**config.mk**
```make
export PLATFORM = sky130hd
export DESIGN_NAME = crx_irq_enable
export DESIGN_NICKNAME = d
export VERILOG_FILES = /design/src/common/crx_pkg.sv /design/src/logic/crx_irq_enable.sv /design/src/logic/crx_sync.sv
export VERILOG_INCLUDE_DIRS = /design/src /design/src/common
export SDC_FILE = /design/constraint.sdc
export NUM_CORES = 1
export LEC_CHECK = 0
export ABC_AREA = 1
export BUFFER_PORTS_ARGS = -buffer_cell sky130_fd_sc_hd__buf_2
export CAP_MARGIN = 20
export CORE_MARGIN = 4
export CORE_UTILIZATION = 46
export CTS_CLUSTER_DIAMETER = 80
export DETAILED_ROUTE_END_ITERATION = 10
export GPL_ROUTABILITY_DRIVEN = 1
export PLACE_DENSITY = 0.88
export REMOVE_ABC_BUFFERS = 1
export SKIP_LAST_GASP = 1
export SLEW_MARGIN = 30
export SYNTH_ARGS = -nofsm -noshare
export SYNTH_HDL_FRONTEND = slang
export SYNTH_SLANG_ARGS = --single-unit
```
**constraint.sdc**
```tcl
create_clock -name CLOCK -period 1.4 [get_ports CLOCK]
set_input_delay 0.28 -clock CLOCK [delete_from_list [all_inputs] [get_ports CLOCK]]
set_output_delay 0.28 -clock CLOCK [all_outputs]
set_load 0.03 [all_outputs]
```
**src/common/crx_regs.svh**
```systemverilog
// Register offsets, field positions, reset values and error-level thresholds
// for the receiver interrupt enable block.
// Assumes byte-wide registers on a plain strobe port with 8-bit addresses.
`ifndef CRX_REGS_SVH
`define CRX_REGS_SVH

`define CRX_OFF_RFLG       8'h04
`define CRX_OFF_RIER       8'h05

`define CRX_RIER_RESET     8'h00
`define CRX_RFLG_RESET     8'h00

`define CRX_BIT_WAKE       7
`define CRX_BIT_CSC        6
`define CRX_FLD_RX_HI      5
`define CRX_FLD_RX_LO      4
`define CRX_FLD_TX_HI      3
`define CRX_FLD_TX_LO      2
`define CRX_BIT_OVR        1
`define CRX_BIT_RXF        0

`define CRX_SENS_NONE      2'h0
`define CRX_SENS_BOFF      2'h1
`define CRX_SENS_PASSIVE   2'h2
`define CRX_SENS_ALL       2'h3

`define CRX_ST_OK          2'h0
`define CRX_ST_WARN        2'h1
`define CRX_ST_PASSIVE     2'h2
`define CRX_ST_BOFF        2'h3

`define CRX_LIM_WARN       9'h060
`define CRX_LIM_PASSIVE    9'h07f
`define CRX_LIM_BOFF       9'h0ff

`endif

```
**src/common/crx_pkg.sv**
```systemverilog
// Types shared by the receiver interrupt enable block.
// Assumes the constants header is included where offsets are needed.
package crx_pkg;

	typedef logic [1:0] crx_state_t;
	typedef logic [1:0] crx_sens_t;
	typedef logic [7:0] crx_byte_t;
	typedef logic [8:0] crx_count_t;

endpackage : crx_pkg

```
**src/logic/crx_irq_enable.sv**
```systemverilog
// Receiver flag and interrupt enable registers with request gating.
// Assumes init request and acknowledge, error counters and event strobes come
// from logic on CLOCK; only the CAN receive pin is asynchronous.
//
// Functional notes
// - While init is both requested and acknowledged the enable bits 7, 6, 1 and 0 are held at reset.
// - The enable register reads at any time and takes writes only while neither init request nor acknowledge is set.
// - Both sensitivity fields keep their value when init mode is entered.
// - A set wake-up flag with bit 7 enabled drives the wake-up request.
// - A set status change flag drives the error request only with bit 6 enabled.
// - Receiver sensitivity 00 none, 01 bus-off in or out, 10 passive or bus-off in or out.
// - Transmitter sensitivity in bits 3:2 uses the same codes, and 11 takes every change.
// - State indications follow the real states but only update while no change is pending.
// - A set overrun flag drives the error request only with bit 1 enabled.
// - A set receive full flag drives the receive request only with bit 0 enabled.
// - Receiver state is 00 up to 96, 01 up to 127, 10 above, 11 when transmit count passes 255.
// - Bus activity in sleep with wake detection enabled sets the wake-up flag.
// - A message moved into the foreground sets receive full; no shift until it is cleared.
// - When the transmitter leaves bus-off the receiver indication returns to no error.
`timescale 1ns/1ps
`default_nettype none
`include "crx_regs.svh"

module crx_irq_enable (
	input  wire logic                CLOCK,
	input  wire logic                RESET,
	input  wire logic [7:0]          ADDR,
	input  wire logic [7:0]          WDATA,
	input  wire logic                WR,
	input  wire logic                RD,
	output var  logic [7:0]          RDATA,
	input  wire logic                INIT_REQUEST,
	input  wire logic                INIT_ACKNOWLEDGE,
	input  wire logic                SLEEP_ACTIVE,
	input  wire logic                WAKEUP_DETECT_ENABLE,
	input  wire logic                CAN_RX_PIN,
	input  wire crx_pkg::crx_count_t RX_ERROR_COUNT,
	input  wire crx_pkg::crx_count_t TX_ERROR_COUNT,
	input  wire logic                OVERRUN_EVENT,
	input  wire logic                FIFO_NOT_EMPTY,
	output var  logic                RX_SHIFT,
	output var  logic                WAKEUP_IRQ,
	output var  logic                ERROR_IRQ,
	output var  logic                RX_IRQ
);

	// Level of the transmitter from its error count.
	function automatic crx_pkg::crx_state_t tx_level(input crx_pkg::crx_count_t tec);
		crx_pkg::crx_state_t lv;
		lv = `CRX_ST_OK;
		if (tec > `CRX_LIM_BOFF)
			lv = `CRX_ST_BOFF;
		else if (tec > `CRX_LIM_PASSIVE)
			lv = `CRX_ST_PASSIVE;
		else if (tec > `CRX_LIM_WARN)
			lv = `CRX_ST_WARN;
		return lv;
	endfunction : tx_level

	// Level of the receiver; bus-off is borrowed from the transmit count.
	function automatic crx_pkg::crx_state_t rx_level(input crx_pkg::crx_count_t rec,
		input crx_pkg::crx_count_t tec);
		crx_pkg::crx_state_t lv;
		lv = `CRX_ST_OK;
		if (tec > `CRX_LIM_BOFF)
			lv = `CRX_ST_BOFF;
		else if (rec > `CRX_LIM_PASSIVE)
			lv = `CRX_ST_PASSIVE;
		else if (rec > `CRX_LIM_WARN)
			lv = `CRX_ST_WARN;
		return lv;
	endfunction : rx_level

	// Whether a move between two levels counts at the chosen sensitivity.
	function automatic logic sens_hit(input crx_pkg::crx_sens_t sens,
		input crx_pkg::crx_state_t old_st, input crx_pkg::crx_state_t new_st);
		logic hit;
		hit = 1'b0;
		case (sens)
			`CRX_SENS_NONE:    hit = 1'b0;
			`CRX_SENS_BOFF:    hit = (old_st == `CRX_ST_BOFF) != (new_st == `CRX_ST_BOFF);
			`CRX_SENS_PASSIVE: hit = old_st[1] != new_st[1];
			`CRX_SENS_ALL:     hit = old_st != new_st;
			default:           hit = 1'b0;
		endcase
		return hit;
	endfunction : sens_hit

	logic                in_init;
	logic                wr_allowed;
	logic                wr_rier;
	logic                wr_rflg;
	logic                bus_idle_sync;
	logic                bus_active;

	logic                wake_ie_reg;
	logic                csc_ie_reg;
	crx_pkg::crx_sens_t  rx_sens_reg;
	crx_pkg::crx_sens_t  tx_sens_reg;
	logic                ovr_ie_reg;
	logic                rxf_ie_reg;

	logic                wake_flag_reg;
	logic                csc_flag_reg;
	logic                ovr_flag_reg;
	logic                rxf_flag_reg;
	crx_pkg::crx_state_t rx_stat_reg;
	crx_pkg::crx_state_t tx_stat_reg;
	logic                tx_boff_reg;

	crx_pkg::crx_state_t tx_now;
	crx_pkg::crx_state_t rx_now;
	logic                tx_leave_boff;
	logic                csc_hit;
	logic                shift_now;
	crx_pkg::crx_byte_t  rier_view;
	crx_pkg::crx_byte_t  rflg_view;
	crx_pkg::crx_byte_t  rdata_next;

	localparam crx_pkg::crx_byte_t RIER_RST = `CRX_RIER_RESET;

	assign in_init    = INIT_REQUEST & INIT_ACKNOWLEDGE;
	assign wr_allowed = ~INIT_REQUEST & ~INIT_ACKNOWLEDGE;
	assign wr_rier    = WR & wr_allowed & (ADDR == `CRX_OFF_RIER);
	assign wr_rflg    = WR & wr_allowed & (ADDR == `CRX_OFF_RFLG);

	// The receive pin is dominant low; any dominant bit counts as activity.
	crx_sync #(
		.RESET_VAL (1'b1)
	) u_rx_sync (
		.clk (CLOCK),
		.rst (RESET),
		.d   (CAN_RX_PIN),
		.q   (bus_idle_sync)
	);

	assign bus_active = ~bus_idle_sync;

	// Enable bits drop back to reset for the whole of init mode.
	always_ff @(posedge CLOCK) begin
		if (RESET || in_init) begin
			wake_ie_reg <= RIER_RST[`CRX_BIT_WAKE];
			csc_ie_reg  <= RIER_RST[`CRX_BIT_CSC];
			ovr_ie_reg  <= RIER_RST[`CRX_BIT_OVR];
			rxf_ie_reg  <= RIER_RST[`CRX_BIT_RXF];
		end else if (wr_rier) begin
			wake_ie_reg <= WDATA[`CRX_BIT_WAKE];
			csc_ie_reg  <= WDATA[`CRX_BIT_CSC];
			ovr_ie_reg  <= WDATA[`CRX_BIT_OVR];
			rxf_ie_reg  <= WDATA[`CRX_BIT_RXF];
		end
	end

	// Sensitivity fields survive init mode; only the reset input clears them.
	always_ff @(posedge CLOCK) begin
		if (RESET) begin
			rx_sens_reg <= RIER_RST[`CRX_FLD_RX_HI:`CRX_FLD_RX_LO];
			tx_sens_reg <= RIER_RST[`CRX_FLD_TX_HI:`CRX_FLD_TX_LO];
		end else if (wr_rier) begin
			rx_sens_reg <= WDATA[`CRX_FLD_RX_HI:`CRX_FLD_RX_LO];
			tx_sens_reg <= WDATA[`CRX_FLD_TX_HI:`CRX_FLD_TX_LO];
		end
	end

	// Actual levels from the counters.
	always_comb begin
		tx_now        = tx_level(TX_ERROR_COUNT);
		tx_leave_boff = tx_boff_reg & (tx_now != `CRX_ST_BOFF);
		rx_now        = rx_level(RX_ERROR_COUNT, TX_ERROR_COUNT);
		if (tx_leave_boff)
			rx_now = `CRX_ST_OK;
	end

	always_ff @(posedge CLOCK) begin
		if (RESET)
			tx_boff_reg <= 1'b0;
		else
			tx_boff_reg <= tx_now == `CRX_ST_BOFF;
	end

	// A change counts only when no earlier change is still pending.
	always_comb begin
		csc_hit = ~csc_flag_reg & (
			sens_hit(rx_sens_reg, rx_stat_reg, rx_now) |
			sens_hit(tx_sens_reg, tx_stat_reg, tx_now));
	end

	// Indications freeze while the change flag is set, then catch up.
	always_ff @(posedge CLOCK) begin
		if (RESET) begin
			rx_stat_reg <= `CRX_ST_OK;
			tx_stat_reg <= `CRX_ST_OK;
		end else if (!csc_flag_reg) begin
			rx_stat_reg <= rx_now;
			tx_stat_reg <= tx_now;
		end
	end

	// Flags are written one to clear; a set in the same cycle wins.
	always_ff @(posedge CLOCK) begin
		if (RESET)
			csc_flag_reg <= 1'b0;
		else if (csc_hit)
			csc_flag_reg <= 1'b1;
		else if (wr_rflg && WDATA[`CRX_BIT_CSC])
			csc_flag_reg <= 1'b0;
	end

	always_ff @(posedge CLOCK) begin
		if (RESET)
			wake_flag_reg <= 1'b0;
		else if (SLEEP_ACTIVE && WAKEUP_DETECT_ENABLE && bus_active)
			wake_flag_reg <= 1'b1;
		else if (wr_rflg && WDATA[`CRX_BIT_WAKE])
			wake_flag_reg <= 1'b0;
	end

	always_ff @(posedge CLOCK) begin
		if (RESET)
			ovr_flag_reg <= 1'b0;
		else if (OVERRUN_EVENT)
			ovr_flag_reg <= 1'b1;
		else if (wr_rflg && WDATA[`CRX_BIT_OVR])
			ovr_flag_reg <= 1'b0;
	end

	// The foreground buffer is refilled only while the full flag is clear.
	assign shift_now = FIFO_NOT_EMPTY & ~rxf_flag_reg;

	always_ff @(posedge CLOCK) begin
		if (RESET)
			rxf_flag_reg <= 1'b0;
		else if (shift_now)
			rxf_flag_reg <= 1'b1;
		else if (wr_rflg && WDATA[`CRX_BIT_RXF])
			rxf_flag_reg <= 1'b0;
	end

	always_ff @(posedge CLOCK) begin
		if (RESET)
			RX_SHIFT <= 1'b0;
		else
			RX_SHIFT <= shift_now;
	end

	// Interrupt requests are registered from flag and enable.
	always_ff @(posedge CLOCK) begin
		if (RESET) begin
			WAKEUP_IRQ <= 1'b0;
			ERROR_IRQ  <= 1'b0;
			RX_IRQ     <= 1'b0;
		end else begin
			WAKEUP_IRQ <= wake_flag_reg & wake_ie_reg;
			ERROR_IRQ  <= (csc_flag_reg & csc_ie_reg) |
				(ovr_flag_reg & ovr_ie_reg);
			RX_IRQ     <= rxf_flag_reg & rxf_ie_reg;
		end
	end

	// Register views and the read port.
	always_comb begin
		rier_view = {wake_ie_reg, csc_ie_reg, rx_sens_reg, tx_sens_reg,
			ovr_ie_reg, rxf_ie_reg};
		rflg_view = {wake_flag_reg, csc_flag_reg, rx_stat_reg, tx_stat_reg,
			ovr_flag_reg, rxf_flag_reg};
		rdata_next = 8'h00;
		if (RD) begin
			case (ADDR)
				`CRX_OFF_RIER: rdata_next = rier_view;
				`CRX_OFF_RFLG: rdata_next = rflg_view;
				default:       rdata_next = 8'h00;
			endcase
		end
	end

	always_ff @(posedge CLOCK) begin
		if (RESET)
			RDATA <= 8'h00;
		else
			RDATA <= rdata_next;
	end

endmodule : crx_irq_enable

`default_nettype wire

```
**src/logic/crx_sync.sv**
```systemverilog
// Two-flop synchroniser for a single level from outside the clock domain.
// Assumes the input may change at any time relative to CLOCK.
`timescale 1ns/1ps
`default_nettype none

module crx_sync #(
	parameter logic RESET_VAL = 1'b1
) (
	input  wire logic clk,
	input  wire logic rst,
	input  wire logic d,
	output var  logic q
);

	logic meta_reg;

	always_ff @(posedge clk) begin
		if (rst) begin
			meta_reg <= RESET_VAL;
			q        <= RESET_VAL;
		end else begin
			meta_reg <= d;
			q        <= meta_reg;
		end
	end

endmodule : crx_sync

`default_nettype wire

```
==> flow_metrics.py <==
metrics = {
    "yosys": {
        "synth_xor_area_frac": 0,
        "synth_cell_types": 20,
        "ys_ff_latch": 31,
        "syn-cell-area_um2": 1320,
        "syn-instance-count": 189,
        "ys_seq_area_frac": 0.470,
        "synthAdderAreaFrac": 0,
        "ys.warnings.count": 0,
        "synth_compound_area_frac": 0.161,
        "synth-simple-area-share": 0.300,
        "synth.area.mux_share": 0,
        "synth_top_family_by_area": "simple AND/OR/NAND/NOR gates",
        "syn_area_per_cell_um2": 6.99,
    },
    "status": {
        "outcome": "complete, no violations",
    },
    "sta": {
        "holdWs_ns": 0.142,
        "slew_viol_final": 0,
        "rsz0062_at_grt": "false",
        "relSlewSlack": 0.791,
        "fin_worst_skew_ns": 0.00718,
        "period_share": 0.875,
        "hold_viol_final": 0,
        "setup_viol": 0,
        "fin_crit_ns": 1.22,
        "fmax_ghz": 0.816,
        "max_slew.worst_pin.slew_ns": 0.313,
    },
    "flow_run": {
        "drv_cap": 0,
    },
    "clocking": {
        "cts_setup_buffers": 0,
        "cts.path.max_buffers": 2,
        "htree_levels": 2,
        "cts_hold_buf": 0,
        "cts_sinks": 31,
        "clk_latency_ns": 0.33,
        "clk_root_buffer_cell": "clkbuf_4",
        "cts_tree": "done",
        "clk_pin_slew_ns": 0.10,
        "cts_buffers": 5,
        "cts.repair.resized": 0,
    },
    "placement": {
        "io_buffers": 56,
        "place_hpwl_um": 2470,
        "dp_cells": 283,
        "place.gp.congestion": 0.802,
    },
    "grt": {
        "track_usage": 0.187,
        "grt_max_degree": 11,
        "first_global_vias": 1224,
        "grt_pass1_wl_um": 5160,
        "antenna_found_initial": 0,
        "overflow": 0,
    },
    "finish": {
        "final-seq-area_um2": 621,
        "nets": 304,
        "final_cells": 291,
        "antennaDiodeCount": 0,
        "drive_gt1_frac": 0.312,
        "largest_register_ffs": 8,
        "fillers": 248,
        "area_growth_pct": 35.1,
        "multi_input_area_um2": 609,
        "regMostFlops": "RDATA",
    },
    "critical_path": {
        "crit_start": "ADDR[5]",
        "cp-start-kind": "input pin",
        "cpLargestDelayFamily": "simple AND/OR/NAND/NOR gates",
        "cpPeakStageDelay_ns": 0.26,
        "reg2regPathDepth": 7,
        "cp.depth": 8,
        "r2r-start": "tx_stat_reg[1]",
        "end_kind": "flop",
        "crit_arrival_ns": 1.50,
        "cpMaxStageDelayCell": "nand2_1",
        "cp-endpoint": "rxf_ie_reg",
        "path_buf_inv": 2,
        "critPathMaxFanout": 10,
        "crit_type": "input pin to flop",
        "crit_chain": "buf_2 -> nor2_1 -> nand2_1 -> nor4_1 -> nand2_1 -> inv_1 -> o21ai_0 -> nor2_1",
        "cp.required_ns": 1.67,
        "r2r_slack_ns": 0.19,
        "r2r-end": "csc_flag_reg",
    },
    "detailed_routing": {
        "drt_iter0_markers": 48,
        "num_vias": 1444,
        "via_per_inst": 4.96,
        "drt-total-wl_um": 3370,
        "drcViolationCount": 0,
        "firstDrtPassIters": 4,
        "wl_per_cell_um": 11.6,
        "ant_nets": 0,
    },
    "floorplanning": {
        "chipHeight_um": 61.6,
        "start_util": 0.479,
        "ios": 57,
        "die_w_um": 61.6,
        "num_rows": 19,
        "core_region_area_um2": 2760,
        "die_area_um2": 3790,
    },
    "worst_hold_path": {
        "hp-class": "input pin to flop",
    },
    "power": {
        "power.density_nw_per_um2": 1020,
        "p_leak_nw": 0.861,
        "vdd_drop_max_v": 0.000869,
        "power.total_w": 0.00182,
    },
}
-- Yosys cell counts --
cell	number	area share
nand2_1	50	0.14
dfxtp_1	31	0.47
nor2_1	26	0.074
a21oi_1	25	0.095
inv_1	21	0.060
o21ai_0	13	0.049
nand3_1	8	0.030
nor2_2	2	0.0095
or2_2	2	0.0095
a31o_1	1	0.0066
a31oi_1	1	0.0047
buf_2	1	0.0038
clkbuf_1	1	0.0028
inv_2	1	0.0028
nand2_2	1	0.0047
nand3b_1	1	0.0057
nor3_2	1	0.0076
nor3_4	1	0.012
nor4_1	1	0.0047
o31ai_1	1	0.0057
-- metal layers --
metal,share of wire,vias up,track usage
met1,0.42,615,0.223
met5,0,-,0
met4,0.021,0,0.0606
met2,0.47,72,0.315
li1,-,747,-
met3,0.087,10,0.0608
-- cells by family (layout without fill, tap and decap cells) --
kind of cell	after synthesis	in the layout
and+or+nand+nor	93	93
AOI/OAI and AO/OA	41	41
buffers and inverters	24	95
DFF	31	31
-- cell usage in the layout (no fill, tap or decap), types with 2 or more instances in the layout --
| cell | n |
|---|---|
| buf_2 | 56 |
| nand2_1 | 50 |
| dfxtp_1 | 31 |
| nor2_1 | 26 |
| a21oi_1 | 25 |
| inv_1 | 21 |
| o21ai_0 | 13 |
| buf_4 | 9 |
| nand3_1 | 8 |
| clkbuf_4 | 5 |
| nor2_2 | 2 |
| or2_2 | 2 |
-- worst register-to-register path, stage by stage (launching register included) --
cell     delay (ns)
dfxtp_1        0.43
nand2_1        0.09
a21oi_1        0.12
o21ai_0        0.11
nand2_1        0.07
inv_1          0.04
a21oi_1        0.15
a21oi_1        0.09
-- through the flow --
| step | area, um2 | utilization | TNS (ns) | worst slack, ns |
|---|---|---|---|---|
| after global routing | 1790 | 0.647 | 0 | 0.00330 |
| final | 1790 | 0.647 | 0 | 0.175 |
| after floorplan | 1310 | - | 0 | 0.167 |
| after global placement | 1700 | 0.616 | -0.209 | -0.0384 |
| after CTS | 1790 | 0.647 | 0 | 0.202 |
| after detailed placement | 1700 | 0.616 | -0.578 | -0.142 |
-- power breakdown --
group	total (W)	switching (W)	internal (W)
clock	0.000730	0.000308	0.000422
sequential	0.000917	0.0000153	0.000901
combinational	0.000169	0.0000864	0.0000827
-- how the worst min path moves through the flow --
stage	to	start	slack, ns	cells past startpoint
2_1_floorplan	ERROR_IRQ	RESET	0.35	1
3_3_place_gp	u_rx_sync.q	u_rx_sync.meta_reg	0.39	1
3_5_place_dp	u_rx_sync.q	u_rx_sync.meta_reg	0.42	1
4_1_cts	u_rx_sync.meta_reg	CAN_RX_PIN	0.13	2
5_1_grt	u_rx_sync.meta_reg	CAN_RX_PIN	0.12	2
6_report	u_rx_sync.meta_reg	CAN_RX_PIN	0.14	2
-- area by class of cell --
class,count,share of cell area
multi-input cells,134,0.341
repair buffers,65,0.195
well taps,31,0.0217
inverters,22,0.0463
flip-flops and latches,31,0.348
clock buffers,6,0.0287
clock inverters,2,0.0196
Note: power is estimated with default switching activity, not from simulation.
